**src/pkg/otpcs_map.svh**
```systemverilog
// register offsets, field positions and burn pulse length of the otp configuration store
`ifndef OTPCS_MAP_SVH
`define OTPCS_MAP_SVH
`define OTPCS_ADDR_W 8
`define OTPCS_OFS_THR0 8'h0F
`define OTPCS_OFS_THR1 8'h10
`define OTPCS_OFS_THR2 8'h11
`define OTPCS_OFS_MAKER_LO 8'h12
`define OTPCS_OFS_MAKER_HI 8'h13
`define OTPCS_OFS_PART_LO 8'h14
`define OTPCS_OFS_PART_HI 8'h15
`define OTPCS_OFS_POWER 8'h16
`define OTPCS_OFS_ATTR 8'h17
`define OTPCS_OFS_REL_MAJ 8'h18
`define OTPCS_OFS_REL_MIN 8'h19
`define OTPCS_OFS_FLUSH 8'h1A
`define OTPCS_OFS_FLAGS_A 8'h1D
`define OTPCS_OFS_FLAGS_B 8'h1E
`define OTPCS_FIRST_OFS 8'h0F
`define OTPCS_NUM_LOC 16
// attribute field positions
`define OTPCS_ATTR_WAKE_EN 3
`define OTPCS_ATTR_WAKE_VALID 2
`define OTPCS_ATTR_PMODE_HI 1
`define OTPCS_ATTR_PMODE_LO 0
`define OTPCS_ATTR_USED 8'h0F
`define OTPCS_BMATTR_BASE 8'h80
`define OTPCS_BMATTR_SELF 6
`define OTPCS_BMATTR_WAKE 5
// flush option bits
`define OTPCS_FL_RX_CLOSE 4
`define OTPCS_FL_RX_OPEN 3
`define OTPCS_FL_TX_CLOSE 2
`define OTPCS_FL_TX_OPEN 1
`define OTPCS_FL_USED 8'h1E
// flag byte b bit positions
`define OTPCS_FB_MAKER_TEXT_B 7
`define OTPCS_FB_MAKER_TEXT_A 6
`define OTPCS_FB_FLUSH 5
`define OTPCS_FB_RELEASE 4
`define OTPCS_FB_ATTR 3
`define OTPCS_FB_POWER 2
`define OTPCS_FB_PART 1
`define OTPCS_FB_MAKER 0
// burn pulse length
`define OTPCS_BURN_NS 1000
`define OTPCS_CLK_NS 20
`define OTPCS_BURN_CYC ((`OTPCS_BURN_NS + `OTPCS_CLK_NS - 1) / `OTPCS_CLK_NS)
`endif

```
**src/pkg/otpcs_pkg.sv**
```systemverilog
// types of the otp configuration store
package otpcs_pkg;
    typedef struct packed {
        logic wr;
        logic rd;
        logic [7:0] addr;
        logic [7:0] wdata;
    } otpcs_req_t;
    typedef struct packed {
        logic rvalid;
        logic [7:0] rdata;
        logic refused;
    } otpcs_rsp_t;
    typedef struct packed {
        logic [23:0] rate_threshold;
        logic [15:0] maker_code;
        logic [15:0] part_code;
        logic [7:0] max_power;
        logic [7:0] bm_attributes;
        logic [7:0] release_major;
        logic [7:0] release_minor;
    } otpcs_cfg_t;
    typedef struct packed {
        logic rx_on_close;
        logic rx_on_open;
        logic tx_on_close;
        logic tx_on_open;
    } otpcs_flush_t;
    typedef enum logic [1:0] {
        OTPCS_IDLE = 2'b10,
        OTPCS_READ = 2'b01,
        OTPCS_BURN = 2'b00,
        OTPCS_LOAD = 2'b11
    } otpcs_state_t;
endpackage

```
**src/verilog/otpcs_array.sv**
```systemverilog
// small otp array model: one byte per location, registered read, burns only set bits
`timescale 1ns/100ps
module otpcs_array #(
    parameter int DEPTH = 16,
    parameter int AW = 4
) (
    // clock
    input wire logic ref_clk,
    // port
    input wire logic burn,
    input wire logic [AW-1:0] addr,
    input wire logic [7:0] wdata,
    output logic [7:0] rdata
);
    logic [7:0] cells [DEPTH] = '{default: 8'h00}; // blank fuses read as zero

    // fuses only ever go from 0 to 1, so a burn ors into the cell
    always_ff @(posedge ref_clk) begin
        if (burn) begin
            cells[addr] <= cells[addr] | wdata;
        end
        rdata <= cells[addr];
    end
endmodule

```
**src/verilog/otpcs_store.sv**
```systemverilog
// otp configuration store: staging registers, burn sequencer, descriptor outputs
//
// Function
// - the 24-bit rate threshold is bytes 0x0F (7:0), 0x10 (15:8) and 0x11 (23:16).
// - the maker code is byte 0x12 as low byte and 0x13 as high byte.
// - the part code is byte 0x14 as low byte and 0x15 as high byte.
// - the power byte is reported as bMaxPower; the host keeps it within 0x01 to 0xFA.
// - remote wake enable goes into bmAttributes D5 only while the wake-valid bit is set.
// - power mode 00 reports bus powered, 01 and 10 self powered; the host never writes 11.
// - rx fifo flush on close when flush bit 4 is set, on open when bit 3 is set.
// - tx fifo flush on close when flush bit 2 is set, on open when bit 1 is set.
// - a field other than the rate threshold is loaded from otp only when its burned flag is 1; the threshold is always read.
// - flag byte a holds language, channel 3..0 pins, serial text, product text b and a in bits 7..0.
// - flag byte b holds maker text b, maker text a, flush, release, attributes, power, part, maker in 7..0.
// - a field whose flag is burned refuses every further programming.
// - setting a flag burns the field as staged, zeros wherever it was never written.
`timescale 1ns/100ps
`include "otpcs_map.svh"
module otpcs_store #(
    parameter logic [23:0] DEF_THRESHOLD = 24'h000000,
    parameter logic [15:0] DEF_MAKER = 16'h1234, // arbitrary value
    parameter logic [15:0] DEF_PART = 16'h5678, // arbitrary value
    parameter logic [7:0] DEF_POWER = 8'h32,
    parameter logic [7:0] DEF_ATTR = 8'h00,
    parameter logic [7:0] DEF_REL_MAJ = 8'h01,
    parameter logic [7:0] DEF_REL_MIN = 8'h00,
    parameter logic [7:0] DEF_FLUSH = 8'h00
) (
    // clock and reset
    input wire logic ref_clk,
    input wire logic reset_n,
    // register port from the usb side
    input wire otpcs_pkg::otpcs_req_t req,
    output otpcs_pkg::otpcs_rsp_t rsp,
    output logic busy,
    // serial port events
    input wire logic port_open,
    input wire logic port_close,
    // results
    output otpcs_pkg::otpcs_cfg_t cfg,
    output logic [7:0] field_burned_flags_a,
    output logic [7:0] field_burned_flags_b,
    output logic flush_rx,
    output logic flush_tx,
    output logic load_done
);
    import otpcs_pkg::*;

    localparam int AW = 4;
    localparam int NLOC = `OTPCS_NUM_LOC;
    localparam int BURN_CYC = `OTPCS_BURN_CYC;
    localparam logic [7:0] FIRST = `OTPCS_FIRST_OFS;

    otpcs_state_t state;
    logic [7:0] stage [NLOC];
    logic [AW-1:0] idx;
    logic [AW-1:0] burn_end;
    logic [AW-1:0] arr_addr;
    logic [7:0] arr_rdata;
    logic [7:0] cnt;
    logic [7:0] burned_a;
    logic [7:0] burned_b;
    logic [7:0] live [NLOC];
    logic arr_burn;
    logic refused_q;
    logic rvalid_q;
    logic [7:0] rdata_q;
    logic flag_wr;
    logic flag_new;

    // location index of an offset, and whether the offset is mapped
    function automatic logic [AW-1:0] loc_of(input logic [7:0] a);
        logic [7:0] d;
        d = a - FIRST;
        return d[AW-1:0];
    endfunction

    function automatic logic mapped(input logic [7:0] a);
        return (a >= FIRST) && (a <= `OTPCS_OFS_FLAGS_B) && (a != 8'h1B) && (a != 8'h1C);
    endfunction

    // flag bit that guards an offset; flags guard themselves per bit, handled apart
    function automatic logic field_done(input logic [7:0] a, input logic [7:0] fb);
        logic r;
        r = 1'b0;
        unique case (a)
            `OTPCS_OFS_MAKER_LO, `OTPCS_OFS_MAKER_HI: r = fb[`OTPCS_FB_MAKER];
            `OTPCS_OFS_PART_LO, `OTPCS_OFS_PART_HI: r = fb[`OTPCS_FB_PART];
            `OTPCS_OFS_POWER: r = fb[`OTPCS_FB_POWER];
            `OTPCS_OFS_ATTR: r = fb[`OTPCS_FB_ATTR];
            `OTPCS_OFS_REL_MAJ, `OTPCS_OFS_REL_MIN: r = fb[`OTPCS_FB_RELEASE];
            `OTPCS_OFS_FLUSH: r = fb[`OTPCS_FB_FLUSH];
            default: r = 1'b0;
        endcase
        return r;
    endfunction

    // value of a location as the device uses it: otp if burned, default otherwise
    function automatic logic [7:0] pick(input logic done, input logic [7:0] otp, input logic [7:0] def);
        return done ? otp : def;
    endfunction

    // same choice for the two-byte codes; the byte-wide one would drop the high byte
    function automatic logic [15:0] pick16(input logic done, input logic [15:0] otp, input logic [15:0] def);
        return done ? otp : def;
    endfunction

    // flag bits of a flag write that are not burned yet; anything else in it is refused
    function automatic logic [7:0] fresh_bits(input logic [7:0] a, input logic [7:0] d, input logic [7:0] fa,
        input logic [7:0] fb);
        logic [7:0] r;
        r = 8'h00;
        if (a == `OTPCS_OFS_FLAGS_A) begin
            r = d & ~fa;
        end else if (a == `OTPCS_OFS_FLAGS_B) begin
            r = d & ~fb;
        end
        return r;
    endfunction

    otpcs_array #(
        .DEPTH(NLOC),
        .AW(AW)
    ) u_array (
        .ref_clk(ref_clk),
        .burn(arr_burn),
        .addr(arr_addr),
        .wdata(stage[idx]),
        .rdata(arr_rdata)
    );

    // one burn strobe at the end of each pulse span, so every cell gets the full burn time
    assign arr_burn = (state == OTPCS_BURN) && (cnt == 8'h00);
    assign arr_addr = (state == OTPCS_IDLE) ? loc_of(req.addr) : idx;

    // a flag write that adds no bit burns nothing; a repeat of burned bits is only refused
    assign flag_wr = req.wr && (req.addr == `OTPCS_OFS_FLAGS_A || req.addr == `OTPCS_OFS_FLAGS_B);
    assign flag_new = |fresh_bits(req.addr, req.wdata, burned_a, burned_b);

    // sequencer: load all locations after reset, then burn on a flag write
    always_ff @(posedge ref_clk or negedge reset_n) begin
        if (!reset_n) begin
            state <= OTPCS_READ;
            idx <= '0;
            cnt <= 8'h00;
            burn_end <= '0;
        end else begin
            unique case (state)
                OTPCS_READ: begin
                    state <= OTPCS_LOAD; // array read takes one cycle
                end
                OTPCS_LOAD: begin
                    if (idx == AW'(NLOC - 1)) begin
                        state <= OTPCS_IDLE;
                        idx <= '0;
                    end else begin
                        idx <= idx + 1'b1;
                        state <= OTPCS_READ;
                    end
                end
                OTPCS_IDLE: begin
                    if (flag_wr && flag_new) begin
                        // burning the whole staged map; or-burn keeps old fuses intact
                        state <= OTPCS_BURN;
                        idx <= '0;
                        burn_end <= AW'(NLOC - 1);
                        cnt <= 8'(BURN_CYC);
                    end
                end
                OTPCS_BURN: begin
                    if (cnt != 8'h00) begin
                        cnt <= cnt - 8'h01;
                    end else if (idx == burn_end) begin
                        idx <= '0;
                        state <= OTPCS_READ; // reload so outputs follow the new fuses
                    end else begin
                        idx <= idx + 1'b1;
                        cnt <= 8'(BURN_CYC);
                    end
                end
            endcase
        end
    end

    // loaded copy of the array
    always_ff @(posedge ref_clk or negedge reset_n) begin
        if (!reset_n) begin
            for (int i = 0; i < NLOC; i++) begin
                live[i] <= 8'h00;
            end
        end else if (state == OTPCS_LOAD) begin
            live[idx] <= arr_rdata;
        end
    end

    assign burned_a = live[loc_of(`OTPCS_OFS_FLAGS_A)];
    assign burned_b = live[loc_of(`OTPCS_OFS_FLAGS_B)];

    // staging writes; burned fields and burned flag bits are refused
    always_ff @(posedge ref_clk or negedge reset_n) begin
        if (!reset_n) begin
            for (int i = 0; i < NLOC; i++) begin
                stage[i] <= 8'h00; // unwritten portions burn as zero
            end
            refused_q <= 1'b0;
        end else begin
            refused_q <= 1'b0;
            if (req.wr && state == OTPCS_IDLE && mapped(req.addr)) begin
                if (req.addr == `OTPCS_OFS_FLAGS_A) begin
                    stage[loc_of(req.addr)] <= fresh_bits(req.addr, req.wdata, burned_a, burned_b);
                    refused_q <= |(req.wdata & burned_a);
                end else if (req.addr == `OTPCS_OFS_FLAGS_B) begin
                    stage[loc_of(req.addr)] <= fresh_bits(req.addr, req.wdata, burned_a, burned_b);
                    refused_q <= |(req.wdata & burned_b);
                end else if (field_done(req.addr, burned_b)) begin
                    refused_q <= 1'b1;
                end else if (req.addr == `OTPCS_OFS_ATTR) begin
                    stage[loc_of(req.addr)] <= req.wdata & `OTPCS_ATTR_USED; // reserved kept zero
                end else if (req.addr == `OTPCS_OFS_FLUSH) begin
                    stage[loc_of(req.addr)] <= req.wdata & `OTPCS_FL_USED;
                end else begin
                    stage[loc_of(req.addr)] <= req.wdata;
                end
            end else if (req.wr) begin
                refused_q <= 1'b1; // busy or unmapped
            end
        end
    end

    // reads answer one cycle later with the loaded otp byte, not the default
    always_ff @(posedge ref_clk or negedge reset_n) begin
        if (!reset_n) begin
            rvalid_q <= 1'b0;
            rdata_q <= 8'h00;
        end else begin
            rvalid_q <= req.rd;
            if (req.rd && mapped(req.addr)) begin
                rdata_q <= live[loc_of(req.addr)];
            end else begin
                rdata_q <= 8'h00;
            end
        end
    end

    // answer fields come from flops of two processes, so they are gathered here
    assign rsp = '{rvalid: rvalid_q, rdata: rdata_q, refused: refused_q};

    // descriptor values, default where the field is not burned
    always_ff @(posedge ref_clk or negedge reset_n) begin
        if (!reset_n) begin
            cfg <= '0;
            field_burned_flags_a <= 8'h00;
            field_burned_flags_b <= 8'h00;
            busy <= 1'b1;
            load_done <= 1'b0;
        end else begin
            cfg.rate_threshold <= {live[loc_of(`OTPCS_OFS_THR2)], live[loc_of(`OTPCS_OFS_THR1)],
                live[loc_of(`OTPCS_OFS_THR0)]}; // always read, no flag covers it
            cfg.maker_code <= pick16(burned_b[`OTPCS_FB_MAKER], {live[loc_of(`OTPCS_OFS_MAKER_HI)],
                live[loc_of(`OTPCS_OFS_MAKER_LO)]}, DEF_MAKER);
            cfg.part_code <= pick16(burned_b[`OTPCS_FB_PART], {live[loc_of(`OTPCS_OFS_PART_HI)],
                live[loc_of(`OTPCS_OFS_PART_LO)]}, DEF_PART);
            cfg.max_power <= pick(burned_b[`OTPCS_FB_POWER], live[loc_of(`OTPCS_OFS_POWER)],
                DEF_POWER);
            cfg.bm_attributes <= bm_attr(pick(burned_b[`OTPCS_FB_ATTR], live[loc_of(`OTPCS_OFS_ATTR)],
                DEF_ATTR));
            cfg.release_major <= pick(burned_b[`OTPCS_FB_RELEASE], live[loc_of(`OTPCS_OFS_REL_MAJ)],
                DEF_REL_MAJ);
            cfg.release_minor <= pick(burned_b[`OTPCS_FB_RELEASE], live[loc_of(`OTPCS_OFS_REL_MIN)],
                DEF_REL_MIN);
            field_burned_flags_a <= burned_a;
            field_burned_flags_b <= burned_b;
            busy <= (state != OTPCS_IDLE);
            load_done <= (state == OTPCS_IDLE);
        end
    end

    // bmAttributes from the stored attribute byte
    function automatic logic [7:0] bm_attr(input logic [7:0] a);
        logic [7:0] b;
        b = `OTPCS_BMATTR_BASE;
        b[`OTPCS_BMATTR_SELF] = a[`OTPCS_ATTR_PMODE_HI] | a[`OTPCS_ATTR_PMODE_LO]; // 00 bus, 01/10 self
        b[`OTPCS_BMATTR_WAKE] = a[`OTPCS_ATTR_WAKE_VALID] & a[`OTPCS_ATTR_WAKE_EN];
        return b;
    endfunction

    logic [7:0] flush_opt;
    assign flush_opt = pick(burned_b[`OTPCS_FB_FLUSH], live[loc_of(`OTPCS_OFS_FLUSH)], DEF_FLUSH);

    // flush pulses one cycle after the port event
    always_ff @(posedge ref_clk or negedge reset_n) begin
        if (!reset_n) begin
            flush_rx <= 1'b0;
            flush_tx <= 1'b0;
        end else begin
            flush_rx <= (port_close & flush_opt[`OTPCS_FL_RX_CLOSE]) |
                (port_open & flush_opt[`OTPCS_FL_RX_OPEN]);
            flush_tx <= (port_close & flush_opt[`OTPCS_FL_TX_CLOSE]) |
                (port_open & flush_opt[`OTPCS_FL_TX_OPEN]);
        end
    end
endmodule

```
**config.mk**
```make
export PLATFORM = sky130hd
export DESIGN_NAME = otpcs_store
export DESIGN_NICKNAME = d
export VERILOG_FILES = /design/src/pkg/otpcs_pkg.sv /design/src/verilog/otpcs_array.sv /design/src/verilog/otpcs_store.sv
export VERILOG_INCLUDE_DIRS = /design/src /design/src/pkg
export SDC_FILE = /design/constraint.sdc
export NUM_CORES = 1
export LEC_CHECK = 0
export BUFFER_PORTS_ARGS = -buffer_cell sky130_fd_sc_hd__buf_2
export CORE_MARGIN = 1
export CORE_UTILIZATION = 60
export CTS_BUF_LIST = sky130_fd_sc_hd__clkbuf_8
export CTS_CLUSTER_DIAMETER = 30
export CTS_CLUSTER_SIZE = 14
export DETAILED_ROUTE_END_ITERATION = 16
export GPL_ROUTABILITY_DRIVEN = 0
export PLACE_DENSITY_LB_ADDON = 0.08
export SYNTH_ARGS = -nofsm -noshare
export SYNTH_HDL_FRONTEND = slang
export SYNTH_SLANG_ARGS = --single-unit
```
**constraint.sdc**
```tcl
create_clock -name ref_clk -period 4.4 [get_ports ref_clk]
set_input_delay 1.1 -clock ref_clk [delete_from_list [all_inputs] [get_ports ref_clk]]
set_output_delay 1.1 -clock ref_clk [all_outputs]
set_load 0.02 [all_outputs]
```
==> results.py, run 1 <==
metrics = {
    "routing": {
        "post_drt_wl_per_cell_um": 22.7,
        "top_layer_used": "met4",
        "routed_via_density": 5.94,
        "wl_um": 51200,
        "firstDrtPassIters": 6,
        "drc": 0,
        "dr_wl_met2_um": 24200,
        "vias": 13400,
        "wl_met3_um": 3220,
        "antenna_left": 0,
        "dr.first_iter.drc_count": 902,
        "met1_length_um": 22800,
    },
    "sta": {
        "final-setup-viol-count": 0,
        "finClkSkew_ns": 0.0205,
        "maxSlewViolCount": 0,
        "rsz0062_at_grt": "no",
        "max_freq_mhz": 299,
        "period_needed_ns": 3.35,
        "relSlewSlack_pct": 19.2,
        "tns_ns": 0,
        "hold_violations": 0,
        "worst_slack_ns": 1.05,
        "min_period_over_period_pct": 76.1,
        "tightest_slew_ns": 1.21,
    },
    "layout": {
        "final_common_cell": "dfrtp_1",
        "fin_nets": 1712,
        "design_area_um2": 26500,
        "finalNonFillerCells": 2261,
        "diodes": 0,
        "drive_above_1_share_pct": 41.4,
        "syn_to_final_growth_pct": 17.2,
        "most-common-layout-cells": "dfrtp_1, mux2_2, buf_2, mux2i_1, edfxtp_1",
    },
    "placement": {
        "place_inst": 2078,
        "io_buffers": 134,
        "hpwl_um": 33000,
        "placed_cell_area_um2": 24000,
        "dp_slack_ns": 0.568,
    },
    "floorplanning": {
        "fp.dieH_um": 196,
        "num_io_pins": 140,
        "start_util_pct": 61.4,
        "die_area_um2": 38500,
        "num_rows": 70,
        "fp.dieW_um": 196,
        "core_um2": 36900,
    },
    "grt": {
        "grt_max_degree": 121,
        "grt_overflow_total": 0,
        "antenna_found_initial": 1,
        "grt_pass1_vias": 14000,
        "grt_util_all_layers_pct": 27.6,
        "grt_pass1_wl_um": 79400,
    },
    "min_path": {
        "min_from": "live[119]",
        "hp-class": "reg2reg",
    },
    "pwr": {
        "ir_worst_vdd_uv": 316,
        "power_leakage_nw": 10.3,
        "power.density_nw_per_um2": 422,
    },
    "setup_path": {
        "critPathLaunchType": "flop",
        "crit_path_end_kind": "flop",
        "worstPathRequired_ns": 4.75,
        "reg2reg_from": "state[0]",
        "critPathKind": "reg2reg",
        "critPathArrivalTime_ns": 3.70,
        "cp_max_fo": 20,
        "startpoint": "state[0]",
    },
    "clocking": {
        "ctsResizeCount": 0,
        "ctsHoldBuffers": 0,
        "postCtsSetupBuffers": 0,
        "clk_pin_slew_ns": 0.06,
        "cts_tree": "yes",
        "root_buffer": "clkbuf_8",
        "cts_buffers": 99,
        "worstSkewPairLatency_ns": 0.65,
        "cts.sinks": 520,
        "htree_num_levels": 3,
        "cts_buffer_depth": 3,
    },
    "synthesis": {
        "synth-edff-count": 128,
        "synthCells": 1477,
        "async_flop_share_pct": 73.8,
        "ys.flop_type": "dfrtp_1",
        "yosysSeqAreaShare_pct": 60.2,
        "yosysWarnings": 0,
        "synth_area_per_cell_um2": 15.3,
        "syn_area_um2": 22600,
        "ys_ff_latch": 520,
        "yosysUniqueCellTypes": 74,
    },
    "run": {
        "maxCapViolCount": 0,
    },
    "outcome": {
        "status": "complete, no violations",
    },
}
[layer usage]
layer | vias to the layer above | GRT usage [%]
met2 | 435 | 42.4
met1 | 7007 | 39.6
li1 | 5911 | -
met5 | - | 0
met3 | 83 | 5.86
met4 | 0 | 9.49
[stage by stage]
step | power, mW | hold WS (ns) | utilization (%)
finish | 11.2 | 0.392 | 71.9
global route | 11.5 | 0.401 | 71.9
global placement | 5.54 | 0.374 | 65.2
CTS | 11.3 | 0.394 | 71.9
floorplan | 5.35 | 0.365 | -
detailed placement | 5.55 | 0.383 | 65.2
[cells in the mapped netlist, types with 5 or more instances]
cell type	number	area, um^2
a211oi_1	21	158
a21oi_1	14	70.1
a22oi_1	11	82.6
and2_1	52	325
and3_1	6	37.5
buf_1	6	22.5
buf_2	26	130
buf_4	14	105
clkbuf_1	46	173
dfrtp_1	382	9560
dfxtp_1	8	160
edfxtp_1	128	3840
ha_1	15	188
inv_1	29	109
mux2_1	6	67.6
mux2_2	245	2760
mux2i_1	131	1310
mux4_2	72	1620
nand2_1	24	90.1
nand2b_1	24	150
nand3_1	16	80.1
nand4_1	7	43.8
nand4_4	11	234
nor2_1	43	161
nor2b_1	8	50.1
nor3_1	6	30.0
o21ai_0	21	105
o31ai_1	8	60.1
or2_2	9	56.3
or4_1	5	37.5
[critical path, stage by stage (launching register included)]
cell,delay (ns)
dfstp_2,0.37
inv_1,0.09
ha_1,0.58
clkinv_1,0.54
a21oi_2,0.26
buf_4,0.38
mux2i_1,0.26
mux2i_1,0.12
or2_2,0.44
[path summary, 6_finish.rpt]
path | slack [ns] | to | cells past startpoint
max | 1.05 | u_array.cells[2][4] | 8
min | 0.39 | cfg[79] | 0
max reg2reg | 1.05 | u_array.cells[2][4] | 8
min reg2reg | 0.39 | cfg[79] | 0
max in group asynchronous | 2.80 | stage[109] | 2
min in group asynchronous | 0.44 | cfg[32] | 1
[where the power goes]
part | leakage, nW | switching (mW) | internal (mW)
combinational | 3.99 | 0.315 | 0.174
clock | 1.26 | 2.13 | 3.59
sequential | 5.06 | 0.0149 | 4.96
total | 10.3 | 2.46 | 8.73
[sequential cells by signal, indices dropped and copies added (netlist names), 83 cells and up]
register       flops
cfg               83
u_array.cells    128
live             112
stage            128
[area by class of cell]
cell class	count	area, um^2
Inverter	30	113
Tap cell	504	631
Timing Repair Buffer	188	1190
Sequential cell	520	13600
Clock buffer	117	1610
Multi-Input combinational cell	836	8490
Fill cell	2426	10300
Clock inverter	66	875
[kinds of logic (layout without fill, tap and decap cells)]
kind of cell | Yosys count | after routing | share of synthesized area (%)
AND/OR/NAND/NOR | 241 | 241 | 7.02
flip-flops | 520 | 520 | 60.2
AO/OA/AOI/OAI | 115 | 115 | 3.69
buffers and inverters | 125 | 401 | 2.55
other | 2 | 6 | 0.0332
multiplexers | 456 | 456 | 25.6
XOR/XNOR | 3 | 3 | 0.116
adder cells (fa/ha/maj) | 15 | 15 | 0.829
Note: power is estimated with default switching activity, not from simulation.
==> inputs of run 2 (changes only) <==
clock period = 3.1 ns   (was 4.4 ns; I/O delays follow)
==> run 2 against run 1 <==
Compared with the run above: worst hold slack worse by 0.24 ns; fmax grew 20%; critical endpoint is now u_array.cells[11][6]; sequential share of layout area is 1.4 points lower; register-to-register slack worse by 0.74 ns; highest routed layer unchanged; power is 43% higher.
==> results.py, run 2 (synthesis gave the netlist of run 1 again) <==
metrics = {
    "sta": {
        "min_period_over_period_pct": 89.9,
        "period_needed_ns": 2.79,
        "tns_ns": 0,
        "tightest_slew_ns": 1.19,
        "relSlewSlack_pct": 20.2,
        "hold_violations": 0,
        "maxSlewViolCount": 0,
        "max_freq_mhz": 359,
        "timing.hold.ws_ns": 0.155,
        "finClkSkew_ns": 0.0242,
        "final-setup-viol-count": 0,
        "rsz0062_at_grt": "no",
    },
    "layout": {
        "final_common_cell": "dfrtp_1",
        "most-common-layout-cells": "dfrtp_1, mux2_2, buf_2, mux2i_1, edfxtp_1",
        "diodes": 0,
        "syn_to_final_growth_pct": 20.4,
        "fillers": 2412,
        "drive_above_1_share_pct": 44.4,
        "reg_top3": "stage (128), u_array.cells (128), live (112)",
        "design_area_um2": 27300,
        "fin_nets": 1769,
    },
    "setup_path": {
        "cp_slowest_stage_delay_ns": 0.43,
        "crit_path_end_kind": "flop",
        "r2r_cells": 9,
        "worstPathRequired_ns": 3.47,
        "reg2reg_from": "state[0]",
        "crit_chain": "inv_1 -> ha_2 -> mux2i_4 -> buf_12 -> mux2i_1 -> mux2i_1 -> mux2i_1 -> mux2i_1 -> or2_4",
        "critPathArrivalTime_ns": 3.16,
        "critPathLaunchType": "flop",
        "critPathKind": "reg2reg",
        "cp_top_family": "multiplexers",
        "crit_top_cell": "mux2i_1",
        "r2r-end": "u_array.cells[11][6]",
        "timing.critical_path.buf_inv": 2,
        "r2r_slack_ns": 0.31,
        "cp_max_fo": 34,
        "cp_slowest_cell": "mux2i_4",
    },
    "clocking": {
        "ctsHoldBuffers": 0,
        "worstSkewPairLatency_ns": 0.66,
        "cts.sinks": 520,
        "root_buffer": "clkbuf_8",
        "clk_pin_slew_ns": 0.06,
        "cts_tree": "yes",
        "cts_buffer_depth": 3,
        "cts_buffers": 101,
        "htree_num_levels": 3,
    },
    "routing": {
        "routed_via_density": 5.84,
        "drc": 0,
        "post_drt_wl_per_cell_um": 22.0,
        "firstDrtPassIters": 5,
        "wl_um": 51200,
        "vias": 13600,
        "antenna_left": 0,
        "dr.first_iter.drc_count": 830,
    },
    "floorplanning": {
        "num_rows": 70,
        "num_io_pins": 140,
        "fp.dieH_um": 196,
        "core_um2": 36900,
        "die_area_um2": 38500,
        "start_util_pct": 61.4,
        "fp.dieW_um": 196,
    },
    "grt": {
        "grt_pass1_vias": 14100,
        "grt_util_all_layers_pct": 27.9,
        "antenna_found_initial": 1,
        "grt_max_degree": 92,
        "grt_overflow_total": 0,
        "grt_pass1_wl_um": 80900,
    },
    "pwr": {
        "power.density_nw_per_um2": 586,
        "ir_worst_vdd_uv": 507,
        "power_leakage_nw": 10.6,
    },
    "placement": {
        "hpwl_um": 33800,
        "io_buffers": 134,
        "placed_cell_area_um2": 24700,
    },
    "run": {
        "maxCapViolCount": 0,
    },
    "outcome": {
        "status": "complete, no violations",
    },
    "min_path": {
        "hp-class": "in2async",
    },
}
run 2: worst register-to-register path, cell delays in order, from the launching register on:
cell	delay [ns]
dfstp_2	0.38
inv_1	0.10
ha_2	0.35
mux2i_4	0.43
buf_12	0.30
mux2i_1	0.26
mux2i_1	0.10
mux2i_1	0.16
mux2i_1	0.13
or2_4	0.31
run 2: power by group:
group          leakage [nW]  switching [mW]  internal (mW)  total, mW
clock                  1.22            3.17           5.00       8.17
combinational          4.33           0.455          0.276      0.731
sequential             5.06          0.0208           7.04       7.06
total                  10.6            3.65           12.3       16.0
run 2: repair_timing:
| action | in CTS | in global routing |
|---|---|---|
| resized for setup | 0 | 3 |
| endpoints found under the setup margin | 0 | 32 |
| setup buffers | 0 | 0 |
run 2: final cells by class:
class                           count  area [um^2]  area share [%]
Clock buffer                      110         1510            5.56
Clock inverter                     81          995            3.65
Inverter                           30          113           0.413
Multi-Input combinational cell    836         8600            31.5
Sequential cell                   520        13600            50.0
Tap cell                          504          631            2.31
Timing Repair Buffer              243         1790            6.56
run 2: worst max-delay path by stage:
stage | start | depth (start not counted) | end | slack, ns
3_5_place_dp | req[13] | 7 | stage[8] | -0.13
3_3_place_gp | req[9] | 11 | u_array.cells[13][4] | -0.05
4_1_cts | state[0] | 7 | u_array.cells[5][0] | 0.01
2_1_floorplan | req[8] | 14 | u_array.cells[0][5] | 0.01
5_1_grt | state[0] | 9 | u_array.cells[11][6] | 0.11
6_report | state[0] | 9 | u_array.cells[11][6] | 0.31
run 2: through the flow:
stage	std cells	util [%]	worst slack [ns]	total power [mW]
after floorplan	1481	-	0.0121	7.62
after global placement	2133	67.1	-0.0456	7.91
after detailed placement	2133	67.1	-0.134	7.92
after CTS	2324	73.9	0.0115	16.1
after global routing	2324	73.9	0.111	16.5
final	2324	73.9	0.313	16.0
run 2: metal layers:
| metal | GRT usage, % | up-vias | routed length, um |
|---|---|---|---|
| met5 | 0 | - | 0 |
| met4 | 7.20 | 0 | 899 |
| met3 | 6.09 | 72 | 3260 |
| met2 | 44.3 | 425 | 24600 |
| met1 | 39.5 | 7043 | 22500 |
| li1 | - | 6036 | - |
